### src/core/mplt_consts.vh
// Purpose: Shared constants of the monochrome passive panel timing generator.
// Assumes: Included by the timing generator by bare name.
// Notes: Definitions only; register offsets are byte addresses on the Wishbone bus.
`ifndef MPLT_CONSTS_VH
`define MPLT_CONSTS_VH

// ****************************************************************
// Register map (byte offsets, word aligned)
// ****************************************************************
`define MPLT_OFS_CTRL 8'h00
`define MPLT_OFS_HDISP 8'h04
`define MPLT_OFS_HBLANK 8'h08
`define MPLT_OFS_VDISP 8'h0c
`define MPLT_OFS_VBLANK 8'h10
`define MPLT_OFS_STATUS 8'h14
`define MPLT_OFS_IRQ_STAT 8'h18
`define MPLT_OFS_IRQ_MASK 8'h1c

// ****************************************************************
// Control register fields
// ****************************************************************
`define MPLT_CTRL_PS_EN 0
`define MPLT_CTRL_MODE8 1
`define MPLT_CTRL_BPP16 2
`define MPLT_CTRL_DIV_LO 4
`define MPLT_CTRL_DIV_HI 5

// ****************************************************************
// Interrupt status and mask bits
// ****************************************************************
`define MPLT_IRQ_FRAME 0
`define MPLT_IRQ_PS_ENTER 1
`define MPLT_IRQ_PS_LEAVE 2

// ****************************************************************
// Reset values
// ****************************************************************
`define MPLT_RST_CTRL 6'h00
`define MPLT_RST_HDISP 7'h27
`define MPLT_RST_HBLANK 5'h03
`define MPLT_RST_VDISP 10'h0ef
`define MPLT_RST_VBLANK 6'h03
`define MPLT_RST_IRQ 3'h0

// ****************************************************************
// Panel timing in pixel clocks; power-save entry delay in lines
// ****************************************************************
`define MPLT_FIRST_RISE_8BPP 11'h011
`define MPLT_FIRST_RISE_16BPP 11'h010
`define MPLT_LP_WIDTH 11'h00b
`define MPLT_FP_HOLD 11'h00c
`define MPLT_AC_LEAD 11'h003
`define MPLT_PS_ENTER_LINES 2'h2

`endif

### src/core/mplt_timing_unused_none.v
`default_nettype none
`default_nettype wire

### src/core/mplt_pixclk_div.v
// Purpose: Pixel clock divider; emits one tick per pixel clock period.
// Assumes: Source clock is clk_i; ratio is given minus one (0 to 3 divides by 1 to 4).
// Notes: The tick is a one-cycle enable, so the panel logic stays in one clock domain.
`default_nettype none

module mplt_pixclk_div #(
    parameter W = 2
) (
    input wire clk_i,
    input wire rst_i,
    input wire [W-1:0] ratio_m1_i,
    output wire tick_o
);

    reg [W-1:0] cnt_reg;
    reg tick_reg;

    // Counting with >= keeps a lowered ratio from stranding the counter above it.
    always @(posedge clk_i) begin
        if (rst_i) begin
            cnt_reg <= {W{1'b0}};
            tick_reg <= 1'b0;
        end else if (cnt_reg >= ratio_m1_i) begin
            cnt_reg <= {W{1'b0}};
            tick_reg <= 1'b1;
        end else begin
            cnt_reg <= cnt_reg + {{(W-1){1'b0}}, 1'b1};
            tick_reg <= 1'b0;
        end
    end

    assign tick_o = tick_reg;

endmodule

`default_nettype wire

### src/core/mplt_timing.v
// Purpose: Timing generator for single passive monochrome 4-bit or 8-bit panels.
// Assumes: One clock clk_i at 50 MHz, synchronous active-high reset, Wishbone classic.
// Notes: All panel timing counts pixel clock ticks from the divider below.
//
// Overview of operation
// - Horizontal display period is (field + 1) times eight pixel clocks.
// - Horizontal blank period is (field + 1) times eight pixel clocks.
// - Vertical display lines are the 10-bit upper/lower value plus one.
// - Vertical blank lines are the 6-bit field plus one.
// - Frame pulse held 12 clocks after line fall; line pulse 11 clocks wide.
// - Frame pulse rises a line period minus 12 before line fall.
// - AC-bias toggles every line, 3 clocks before line fall.
// - 4-bit mode: shift period 4, data on upper nibble around falls.
// - 8-bit mode: shift period 8, data on all lines around falls.
// - First shift rise comes 17 clocks after line fall, 16 at 16 bpp.
// - First shift fall comes 2 (4-bit) or 4 (8-bit) after that rise.
// - Last shift fall precedes line rise by blank minus 26 or 24, or 25 or 23 at 16 bpp.
// - Last shift fall precedes line fall by blank minus 15 or 13, or 14 or 12 at 16 bpp.
// - Pixel clock is the source divided by one, two, three or four.
// - Power-save status sets one to two line periods after enable.
// - Power-save status clears within one frame after enable clears.
// - Control bit zero enters power save when set, leaves when cleared.
`include "mplt_consts.vh"
`default_nettype none

module mplt_timing #(
    parameter PIX_W = 8
) (
    input wire clk_i,
    input wire rst_i,
    input wire wb_cyc_i,
    input wire wb_stb_i,
    input wire wb_we_i,
    input wire [7:0] wb_adr_i,
    input wire [3:0] wb_sel_i,
    input wire [31:0] wb_dat_i,
    output wire [31:0] wb_dat_o,
    output wire wb_ack_o,
    input wire [PIX_W-1:0] pix_data_i,
    output wire pix_take_o,
    output wire frame_pulse_o,
    output wire line_pulse_o,
    output wire shift_clock_out_o,
    output wire [PIX_W-1:0] panel_pixel_bus_o,
    output wire ac_bias_toggle_o,
    output wire irq_o
);

    // ****************************************************************
    // Register file
    // ****************************************************************
    reg [5:0] ctrl_reg;
    reg [6:0] hdisp_reg;
    reg [4:0] hblank_reg;
    reg [9:0] vdisp_reg;
    reg [5:0] vblank_reg;
    reg [2:0] irq_stat_reg;
    reg [2:0] irq_mask_reg;
    reg [2:0] irq_stat_next;
    reg ack_reg;
    reg [31:0] dat_reg;
    reg irq_reg;

    // Shadow copies taken at frame end so a frame never changes shape midway.
    reg [6:0] hd_sh_reg;
    reg [4:0] hb_sh_reg;
    reg [9:0] vd_sh_reg;
    reg [5:0] vb_sh_reg;
    reg mode8_sh_reg;
    reg bpp16_sh_reg;

    // Panel-side state.
    reg [10:0] pcnt_reg;
    reg [10:0] vcnt_reg;
    reg ps_status_reg;
    reg [1:0] ps_lines_reg;
    reg fp_reg;
    reg lp_reg;
    reg sc_reg;
    reg [PIX_W-1:0] bus_reg;
    reg ac_reg;
    reg take_reg;

    wire tick;
    wire req;
    wire wr_en;
    wire rd_en;
    wire [5:0] widx;

    // Word index compare; shared by the write and read paths.
    function hit;
        input [7:0] adr;
        input [7:0] ofs;
        begin
            hit = (adr[7:2] == ofs[7:2]);
        end
    endfunction

    // Byte-lane merge of write data into a register image.
    function [15:0] merge;
        input [15:0] old;
        input [31:0] dat;
        input [3:0] sel;
        begin
            merge[7:0] = sel[0] ? dat[7:0] : old[7:0];
            merge[15:8] = sel[1] ? dat[15:8] : old[15:8];
        end
    endfunction

    // Pixel clock derived from clk_i by the programmed ratio.
    mplt_pixclk_div #(
        .W(2)
    ) u_div (
        .clk_i(clk_i),
        .rst_i(rst_i),
        .ratio_m1_i(ctrl_reg[`MPLT_CTRL_DIV_HI:`MPLT_CTRL_DIV_LO]),
        .tick_o(tick)
    );

    // One access per request; ack in the cycle after the strobe and dropped after one.
    assign req = wb_cyc_i & wb_stb_i & ~ack_reg;
    assign wr_en = req & wb_we_i;
    assign rd_en = req & ~wb_we_i;
    assign widx = wb_adr_i[7:2];

    // ****************************************************************
    // Panel geometry from the shadow registers
    // ****************************************************************
    wire [10:0] hd_len = {(hd_sh_reg + 8'h01), 3'b000};
    wire [10:0] hnp = {2'b00, ({1'b0, hb_sh_reg} + 6'h01), 3'b000};
    wire [10:0] line_len = hd_len + hnp;
    wire [10:0] vd_lines = {1'b0, vd_sh_reg} + 11'h001;
    wire [10:0] vnp = {5'h00, vb_sh_reg} + 11'h001;
    wire [10:0] vtot = vd_lines + vnp;
    wire line_end = (pcnt_reg == line_len - 11'h001);
    wire frame_end = line_end & (vcnt_reg == vtot - 11'h001);
    wire line_start = (pcnt_reg == 11'h000);
    wire frame_start = line_start & (vcnt_reg == 11'h000);
    wire [10:0] first_rise = bpp16_sh_reg ? `MPLT_FIRST_RISE_16BPP
                                          : `MPLT_FIRST_RISE_8BPP;
    wire [10:0] phase = pcnt_reg - first_rise;
    wire shift_win = (vcnt_reg < vd_lines) & (pcnt_reg >= first_rise)
                     & (pcnt_reg < first_rise + hd_len);
    // High for the first half of each shift period, so each fall is mid-period.
    wire shift_high = mode8_sh_reg ? ~phase[2] : ~phase[1];
    wire shift_load = mode8_sh_reg ? (phase[2:0] == 3'h0) : (phase[1:0] == 2'h0);
    wire ps_set = tick & line_start & ctrl_reg[`MPLT_CTRL_PS_EN] & ~ps_status_reg
                  & (ps_lines_reg == `MPLT_PS_ENTER_LINES - 2'h1);
    wire ps_clr = tick & frame_start & ~ctrl_reg[`MPLT_CTRL_PS_EN] & ps_status_reg;

    // ****************************************************************
    // Wishbone writes
    // ****************************************************************
    // Byte-lane images of each writable register; only the field bits are kept.
    wire [15:0] wr_ctrl = merge({10'h000, ctrl_reg}, wb_dat_i, wb_sel_i);
    wire [15:0] wr_hdisp = merge({9'h000, hdisp_reg}, wb_dat_i, wb_sel_i);
    wire [15:0] wr_hblank = merge({11'h000, hblank_reg}, wb_dat_i, wb_sel_i);
    wire [15:0] wr_vdisp = merge({6'h00, vdisp_reg}, wb_dat_i, wb_sel_i);
    wire [15:0] wr_vblank = merge({10'h000, vblank_reg}, wb_dat_i, wb_sel_i);
    wire [15:0] wr_mask = merge({13'h0000, irq_mask_reg}, wb_dat_i, wb_sel_i);
    always @(posedge clk_i) begin
        if (rst_i) begin
            ctrl_reg <= `MPLT_RST_CTRL;
            hdisp_reg <= `MPLT_RST_HDISP;
            hblank_reg <= `MPLT_RST_HBLANK;
            vdisp_reg <= `MPLT_RST_VDISP;
            vblank_reg <= `MPLT_RST_VBLANK;
            irq_mask_reg <= `MPLT_RST_IRQ;
        end else if (wr_en) begin
            if (hit(wb_adr_i, `MPLT_OFS_CTRL)) ctrl_reg <= wr_ctrl[5:0];
            if (hit(wb_adr_i, `MPLT_OFS_HDISP)) hdisp_reg <= wr_hdisp[6:0];
            if (hit(wb_adr_i, `MPLT_OFS_HBLANK)) hblank_reg <= wr_hblank[4:0];
            if (hit(wb_adr_i, `MPLT_OFS_VDISP)) vdisp_reg <= wr_vdisp[9:0];
            if (hit(wb_adr_i, `MPLT_OFS_VBLANK)) vblank_reg <= wr_vblank[5:0];
            if (hit(wb_adr_i, `MPLT_OFS_IRQ_MASK)) irq_mask_reg <= wr_mask[2:0];
        end
    end

    // ****************************************************************
    // Wishbone reads and acknowledge
    // ****************************************************************
    always @(posedge clk_i) begin
        if (rst_i) begin
            ack_reg <= 1'b0;
            dat_reg <= 32'h0000_0000;
        end else begin
            ack_reg <= req;
            if (rd_en) begin
                // Unmapped words read as zero and are still acknowledged.
                case ({2'b00, widx})
                    `MPLT_OFS_CTRL >> 2: dat_reg <= {26'h0, ctrl_reg};
                    `MPLT_OFS_HDISP >> 2: dat_reg <= {25'h0, hdisp_reg};
                    `MPLT_OFS_HBLANK >> 2: dat_reg <= {27'h0, hblank_reg};
                    `MPLT_OFS_VDISP >> 2: dat_reg <= {22'h0, vdisp_reg};
                    `MPLT_OFS_VBLANK >> 2: dat_reg <= {26'h0, vblank_reg};
                    `MPLT_OFS_STATUS >> 2: dat_reg <= {31'h0, ps_status_reg};
                    `MPLT_OFS_IRQ_STAT >> 2: dat_reg <= {29'h0, irq_stat_reg};
                    `MPLT_OFS_IRQ_MASK >> 2: dat_reg <= {29'h0, irq_mask_reg};
                    default: dat_reg <= 32'h0000_0000;
                endcase
            end
        end
    end

    // ****************************************************************
    // Interrupt status: read clears, a new event in the same cycle wins
    // ****************************************************************
    always @* begin
        irq_stat_next = irq_stat_reg;
        if (rd_en && hit(wb_adr_i, `MPLT_OFS_IRQ_STAT)) begin
            irq_stat_next = 3'h0;
        end
        if (tick && frame_start) begin
            irq_stat_next[`MPLT_IRQ_FRAME] = 1'b1;
        end
        if (ps_set) begin
            irq_stat_next[`MPLT_IRQ_PS_ENTER] = 1'b1;
        end
        if (ps_clr) begin
            irq_stat_next[`MPLT_IRQ_PS_LEAVE] = 1'b1;
        end
    end

    always @(posedge clk_i) begin
        if (rst_i) begin
            irq_stat_reg <= `MPLT_RST_IRQ;
            irq_reg <= 1'b0;
        end else begin
            irq_stat_reg <= irq_stat_next;
            irq_reg <= |(irq_stat_next & irq_mask_reg);
        end
    end

    // ****************************************************************
    // Line and frame counters, and shadow capture at frame end
    // ****************************************************************
    // Position zero of a line is the line pulse falling edge.
    always @(posedge clk_i) begin
        if (rst_i) begin
            pcnt_reg <= 11'h000;
            vcnt_reg <= 11'h000;
            hd_sh_reg <= `MPLT_RST_HDISP;
            hb_sh_reg <= `MPLT_RST_HBLANK;
            vd_sh_reg <= `MPLT_RST_VDISP;
            vb_sh_reg <= `MPLT_RST_VBLANK;
            mode8_sh_reg <= 1'b0;
            bpp16_sh_reg <= 1'b0;
        end else if (tick) begin
            if (frame_end) begin
                pcnt_reg <= 11'h000;
                vcnt_reg <= 11'h000;
                hd_sh_reg <= hdisp_reg;
                hb_sh_reg <= hblank_reg;
                vd_sh_reg <= vdisp_reg;
                vb_sh_reg <= vblank_reg;
                mode8_sh_reg <= ctrl_reg[`MPLT_CTRL_MODE8];
                bpp16_sh_reg <= ctrl_reg[`MPLT_CTRL_BPP16];
            end else if (line_end) begin
                pcnt_reg <= 11'h000;
                vcnt_reg <= vcnt_reg + 11'h001;
            end else begin
                pcnt_reg <= pcnt_reg + 11'h001;
            end
        end
    end

    // ****************************************************************
    // Power save handshake
    // ****************************************************************
    // Counting line starts after the enable bounds entry between one and two lines.
    always @(posedge clk_i) begin
        if (rst_i) begin
            ps_status_reg <= 1'b0;
            ps_lines_reg <= 2'h0;
        end else begin
            if (!ctrl_reg[`MPLT_CTRL_PS_EN] || ps_status_reg) begin
                ps_lines_reg <= 2'h0;
            end else if (tick && line_start) begin
                ps_lines_reg <= ps_lines_reg + 2'h1;
            end
            if (ps_set) begin
                ps_status_reg <= 1'b1;
            end else if (ps_clr) begin
                ps_status_reg <= 1'b0;
            end
        end
    end

    // ****************************************************************
    // Panel outputs, all registered on the pixel tick
    // ****************************************************************
    always @(posedge clk_i) begin
        if (rst_i) begin
            fp_reg <= 1'b0;
            lp_reg <= 1'b0;
            sc_reg <= 1'b0;
            bus_reg <= {PIX_W{1'b0}};
            ac_reg <= 1'b0;
            take_reg <= 1'b0;
        end else begin
            take_reg <= 1'b0;
            if (tick) begin
                if (ps_status_reg || ps_set) begin
                    // Frame, line, shift and data outputs idle while power save is in force.
                    fp_reg <= 1'b0;
                    lp_reg <= 1'b0;
                    sc_reg <= 1'b0;
                    bus_reg <= {PIX_W{1'b0}};
                end else begin
                    // Rises at 12 in the last line, falls at 12 of the first.
                    fp_reg <= ((vcnt_reg == vtot - 11'h001) & (pcnt_reg >= `MPLT_FP_HOLD))
                              | ((vcnt_reg == 11'h000) & (pcnt_reg < `MPLT_FP_HOLD));
                    // High over the last eleven clocks of each line.
                    lp_reg <= (pcnt_reg >= line_len - `MPLT_LP_WIDTH);
                    sc_reg <= shift_win & shift_high;
                    if (shift_win && shift_load) begin
                        // Data changes with the rise, so it brackets the fall evenly.
                        bus_reg <= mode8_sh_reg ? pix_data_i
                                   : {pix_data_i[3:0], 4'h0};
                        take_reg <= 1'b1;
                    end else if (!shift_win) begin
                        bus_reg <= {PIX_W{1'b0}};
                    end
                end
                // Toggled every line, three clocks ahead of the line fall.
                if (pcnt_reg == line_len - `MPLT_AC_LEAD) begin
                    ac_reg <= ~ac_reg;
                end
            end
        end
    end

    assign wb_ack_o = ack_reg;
    assign wb_dat_o = dat_reg;
    assign irq_o = irq_reg;
    assign pix_take_o = take_reg;
    assign frame_pulse_o = fp_reg;
    assign line_pulse_o = lp_reg;
    assign shift_clock_out_o = sc_reg;
    assign panel_pixel_bus_o = bus_reg;
    assign ac_bias_toggle_o = ac_reg;

endmodule

`default_nettype wire

### config.mk
export PLATFORM = sky130hd
export DESIGN_NAME = mplt_timing
export DESIGN_NICKNAME = d
export VERILOG_FILES = /design/src/core/mplt_timing_unused_none.v /design/src/core/mplt_pixclk_div.v /design/src/core/mplt_timing.v
export VERILOG_INCLUDE_DIRS = /design/src /design/src/core
export SDC_FILE = /design/constraint.sdc
export NUM_CORES = 1
export LEC_CHECK = 0
export BUFFER_PORTS_ARGS = -buffer_cell sky130_fd_sc_hd__buf_2
export CORE_UTILIZATION = 40
export DETAILED_ROUTE_END_ITERATION = 8
export GPL_TIMING_DRIVEN = 0
export SYNTH_ARGS = -nofsm -noshare
export SYNTH_HDL_FRONTEND = slang
export SYNTH_SLANG_ARGS = --single-unit
### constraint.sdc
create_clock -name clk_i -period 3.9 [get_ports clk_i]
set_input_delay 0.78 -clock clk_i [delete_from_list [all_inputs] [get_ports clk_i]]
set_output_delay 0.78 -clock clk_i [all_outputs]
set_load 0.05 [all_outputs]
==> out/results.ini <==
[run_status]
outcome=finished, final reports clean

[setup_path]
cp_data_arrival_time_ns=4.22
worstSetupEndpointType=register
cp.required_ns=4.23
path_cells=ha_4, fa_2, inv_2, ha_1, nand2_1, or4_4, xnor3_2, nand3_2, or3_1, buf_6, buf_8, or4_1, a31oi_1
cpPeakStageDelay_ns=0.54
cp_slowest_cell=or4_4
crit_fanout=6
reg2reg_to=vcnt_reg[7]
worst-r2r-setup-slack_ns=0.009
start_kind=register
ff2ff_path_depth=13
critPathKind=reg2reg
reg2reg_from=hd_sh_reg[0]

[cts]
cts_sinks=123
cts_tree=yes
cts_max_path_buffers=2
clk-insertion-delay-late_ns=0.42
cts_hold_buf=0
htreeDepth=4
clk_pin_slew_ns=0.06
root_buffer=clkbuf_16
cts_buffers=17

[yosys]
synth_seq_cells=123
synthCells=887
synth_top_area_frac=0.3227
yosysSeqAreaShare=0.3227
ys_warn_count=0
synth.top_cells.by_area=dfxtp_1 32%, ha_1 9.0%, mux2i_1 8.4%
syn_avg_cell_area_um2=8.602
synthFlopType=dfxtp_1
async_flop_share=0
yosysTopAreaCell=dfxtp_1
syn_area_um2=7630
ys_types=77
synth-edff-count=0

[timing]
max_freq_mhz=257.0
worstMarginPinSlew_ns=0.8556
hold_viol_final=0
fin_crit_ns=3.891
report.final.setup_viol=0
rsz0062_at_grt=true
fin_worst_skew_ns=0.007368
max_slew_margin=0.4296
fin_crit_sh=0.9978
slew_violations=0
setup-tns-final_ns=0

[detailed_routing]
num_vias=6729
via_per_inst=5.370
ant_nets=0
drt_iter0_markers=323
wl_um=21040
wl_per_cell_um=16.79
drcViolationCount=0
drt_pass1_iterations=5

[global_route]
overflow=0
grt_pass1_vias=6220
grt_max_degree=17
grt_usage=0.2150
grt_pass1_wl_um=33020
antenna_found_initial=0

[flow_run]
max_cap_violations=0

[pwr]
p_leak_nw=3.921
power_density_nw_per_um2=325.1
peakVddDrop_mv=0.3338

[layout]
diodes=0
multi_input_area_um2=5121
ff_latch_area_um2=2484
area.growth.synth_to_final_pct=23.84
fillers=1798
final_nets=1121
drive_gt1_frac=0.2110
layout.cells.non_filler=1253
fin_area_um2=9449

[floorplan]
die_w_um=140.1
num_rows=50
die_h_um=140.1
ios=104
core_area_um2=18710
start_util=0.4079
dieArea_um2=19630

[placed_design]
dpl.hpwl_um=15550
dp.cells=1195
placed_cell_area_um2=8288
port_buffers=52
place.gp.congestion=0.9630

[hold_path]
hold_start=line_pulse_o
min_path_cells=2
holdPathEnd=line_pulse_o
hold_path_class=reg2reg

-- cells in the final DEF, fill, tap and decap left out, types with 8 or more instances in the layout --
| master | n |
|---|---|
| nand4_1 | 11 |
| clkbuf_16 | 18 |
| clkbuf_1 | 33 |
| conb_1 | 22 |
| xor2_1 | 16 |
| dfxtp_1 | 114 |
| ha_1 | 45 |
| buf_2 | 54 |
| nand2_1 | 88 |
| nand3_1 | 38 |
| a31oi_1 | 8 |
| inv_1 | 30 |
| o21a_1 | 10 |
| and3_1 | 9 |
| o21ai_1 | 9 |
| buf_4 | 49 |
| xnor2_1 | 37 |
| nor3_1 | 12 |
| or4_1 | 13 |
| mux2i_1 | 64 |
| nor2_1 | 80 |
| a21oi_1 | 45 |
| ha_4 | 8 |
| o21ai_0 | 22 |
-- synthesized netlist by cell type (all sizes together) (4+ instances only) --
cell type / number
dfxtp: 123
nand2: 90
nor2: 84
mux2i: 64
ha: 55
a21oi: 47
xnor2: 44
nand3: 42
clkbuf: 35
o21ai: 34
inv: 33
buf: 30
xor2: 19
nor3: 14
or4: 14
nand4: 11
o21a: 10
and3: 9
a31oi: 8
nor4: 8
a211oi: 7
nor2b: 6
o211ai: 6
a32o: 5
nand2b: 5
nand4b: 5
a21o: 4
a22o: 4
mux2: 4
nand3b: 4
o31ai: 4
or2: 4
-- where the power goes --
group | switching (mW) | total (mW) | internal (mW)
logic | 0.185 | 0.272 | 0.0873
clock network | 0.594 | 1.52 | 0.924
registers | 0.0122 | 1.28 | 1.27
total | 0.791 | 3.07 | 2.28
-- per-layer routing --
metal  global-route usage  wire length, um  vias to the layer above
met1               0.2944            10150                     3147
met3              0.03932             1022                       26
li1                     -                -                     3372
met5                    0                0                        -
met2               0.3463             9556                      184
met4              0.05726              308                        0
-- metrics by stage --
| stage | utilization | hold WS [ns] | worst slack [ns] | total power [mW] |
|---|---|---|---|---|
| after floorplan | - | 0.4252 | 0.04277 | 1.506 |
| after global placement | 0.4421 | 0.4286 | -0.7312 | 1.577 |
| after detailed placement | 0.4431 | 0.4402 | -0.6964 | 1.578 |
| after CTS | 0.4908 | 0.4483 | 0.01149 | 3.086 |
| after global routing | 0.5052 | 0.4617 | -0.1600 | 3.159 |
| final | 0.5052 | 0.4426 | 0.008543 | 3.072 |
-- layout make-up --
type,count,share of cell area
clock buffers,22,0.05019
multi-input cells,686,0.5420
repair buffers,80,0.05204
flip-flops and latches,123,0.2628
inverters,34,0.01351
plain buffers,65,0.03893
clock inverters,9,0.009534
well taps,234,0.03099
-- kinds of logic (layout without fill, tap and decap cells) --
logic type,count (synthesis),in the layout,synth area share
AOI/OAI and AO/OA,155,155,0.1325
adders and majority gates,57,57,0.09544
other,1,22,0.0004915
xor gates and xnor gates,68,68,0.08757
DFF,123,123,0.3227
buffers and inverters,99,210,0.06150
and+or+nand+nor,314,314,0.2040
muxes,70,70,0.09577
-- worst max-delay path by stage --
stage | startpoint | depth (start not counted) | slack (ns) | to
global placement | hd_sh_reg[0] | 14 | -0.73 | hd_sh_reg[3]
CTS | vd_sh_reg[1] | 13 | 0.01 | hd_sh_reg[2]
detailed placement | hd_sh_reg[0] | 14 | -0.70 | hd_sh_reg[3]
floorplan | hd_sh_reg[0] | 15 | 0.04 | vcnt_reg[7]
global route | hd_sh_reg[0] | 14 | -0.16 | vcnt_reg[7]
finish | hd_sh_reg[0] | 13 | 0.009 | vcnt_reg[7]
-- critical path: cells and delay by family, from the launching register on --
family | cells | cell delay [ns]
and+or+nand+nor | 5 | 1.55
DFF | 1 | 0.38
buffers and inverters | 3 | 0.41
xor gates and xnor gates | 1 | 0.27
adders and majority gates | 3 | 0.99
AOI/OAI and AO/OA | 1 | 0.20
-- what timing repair did --
item | in CTS | in global routing
setup buffers | 15 | 11
gates cloned | 0 | 1
setup endpoints to repair | 51 | 60
hold endpoints to repair | 0 | 0
pin swaps | 20 | 31
resized for setup | 51 | 50
No activity file was read; power rests on OpenSTA's default activity.
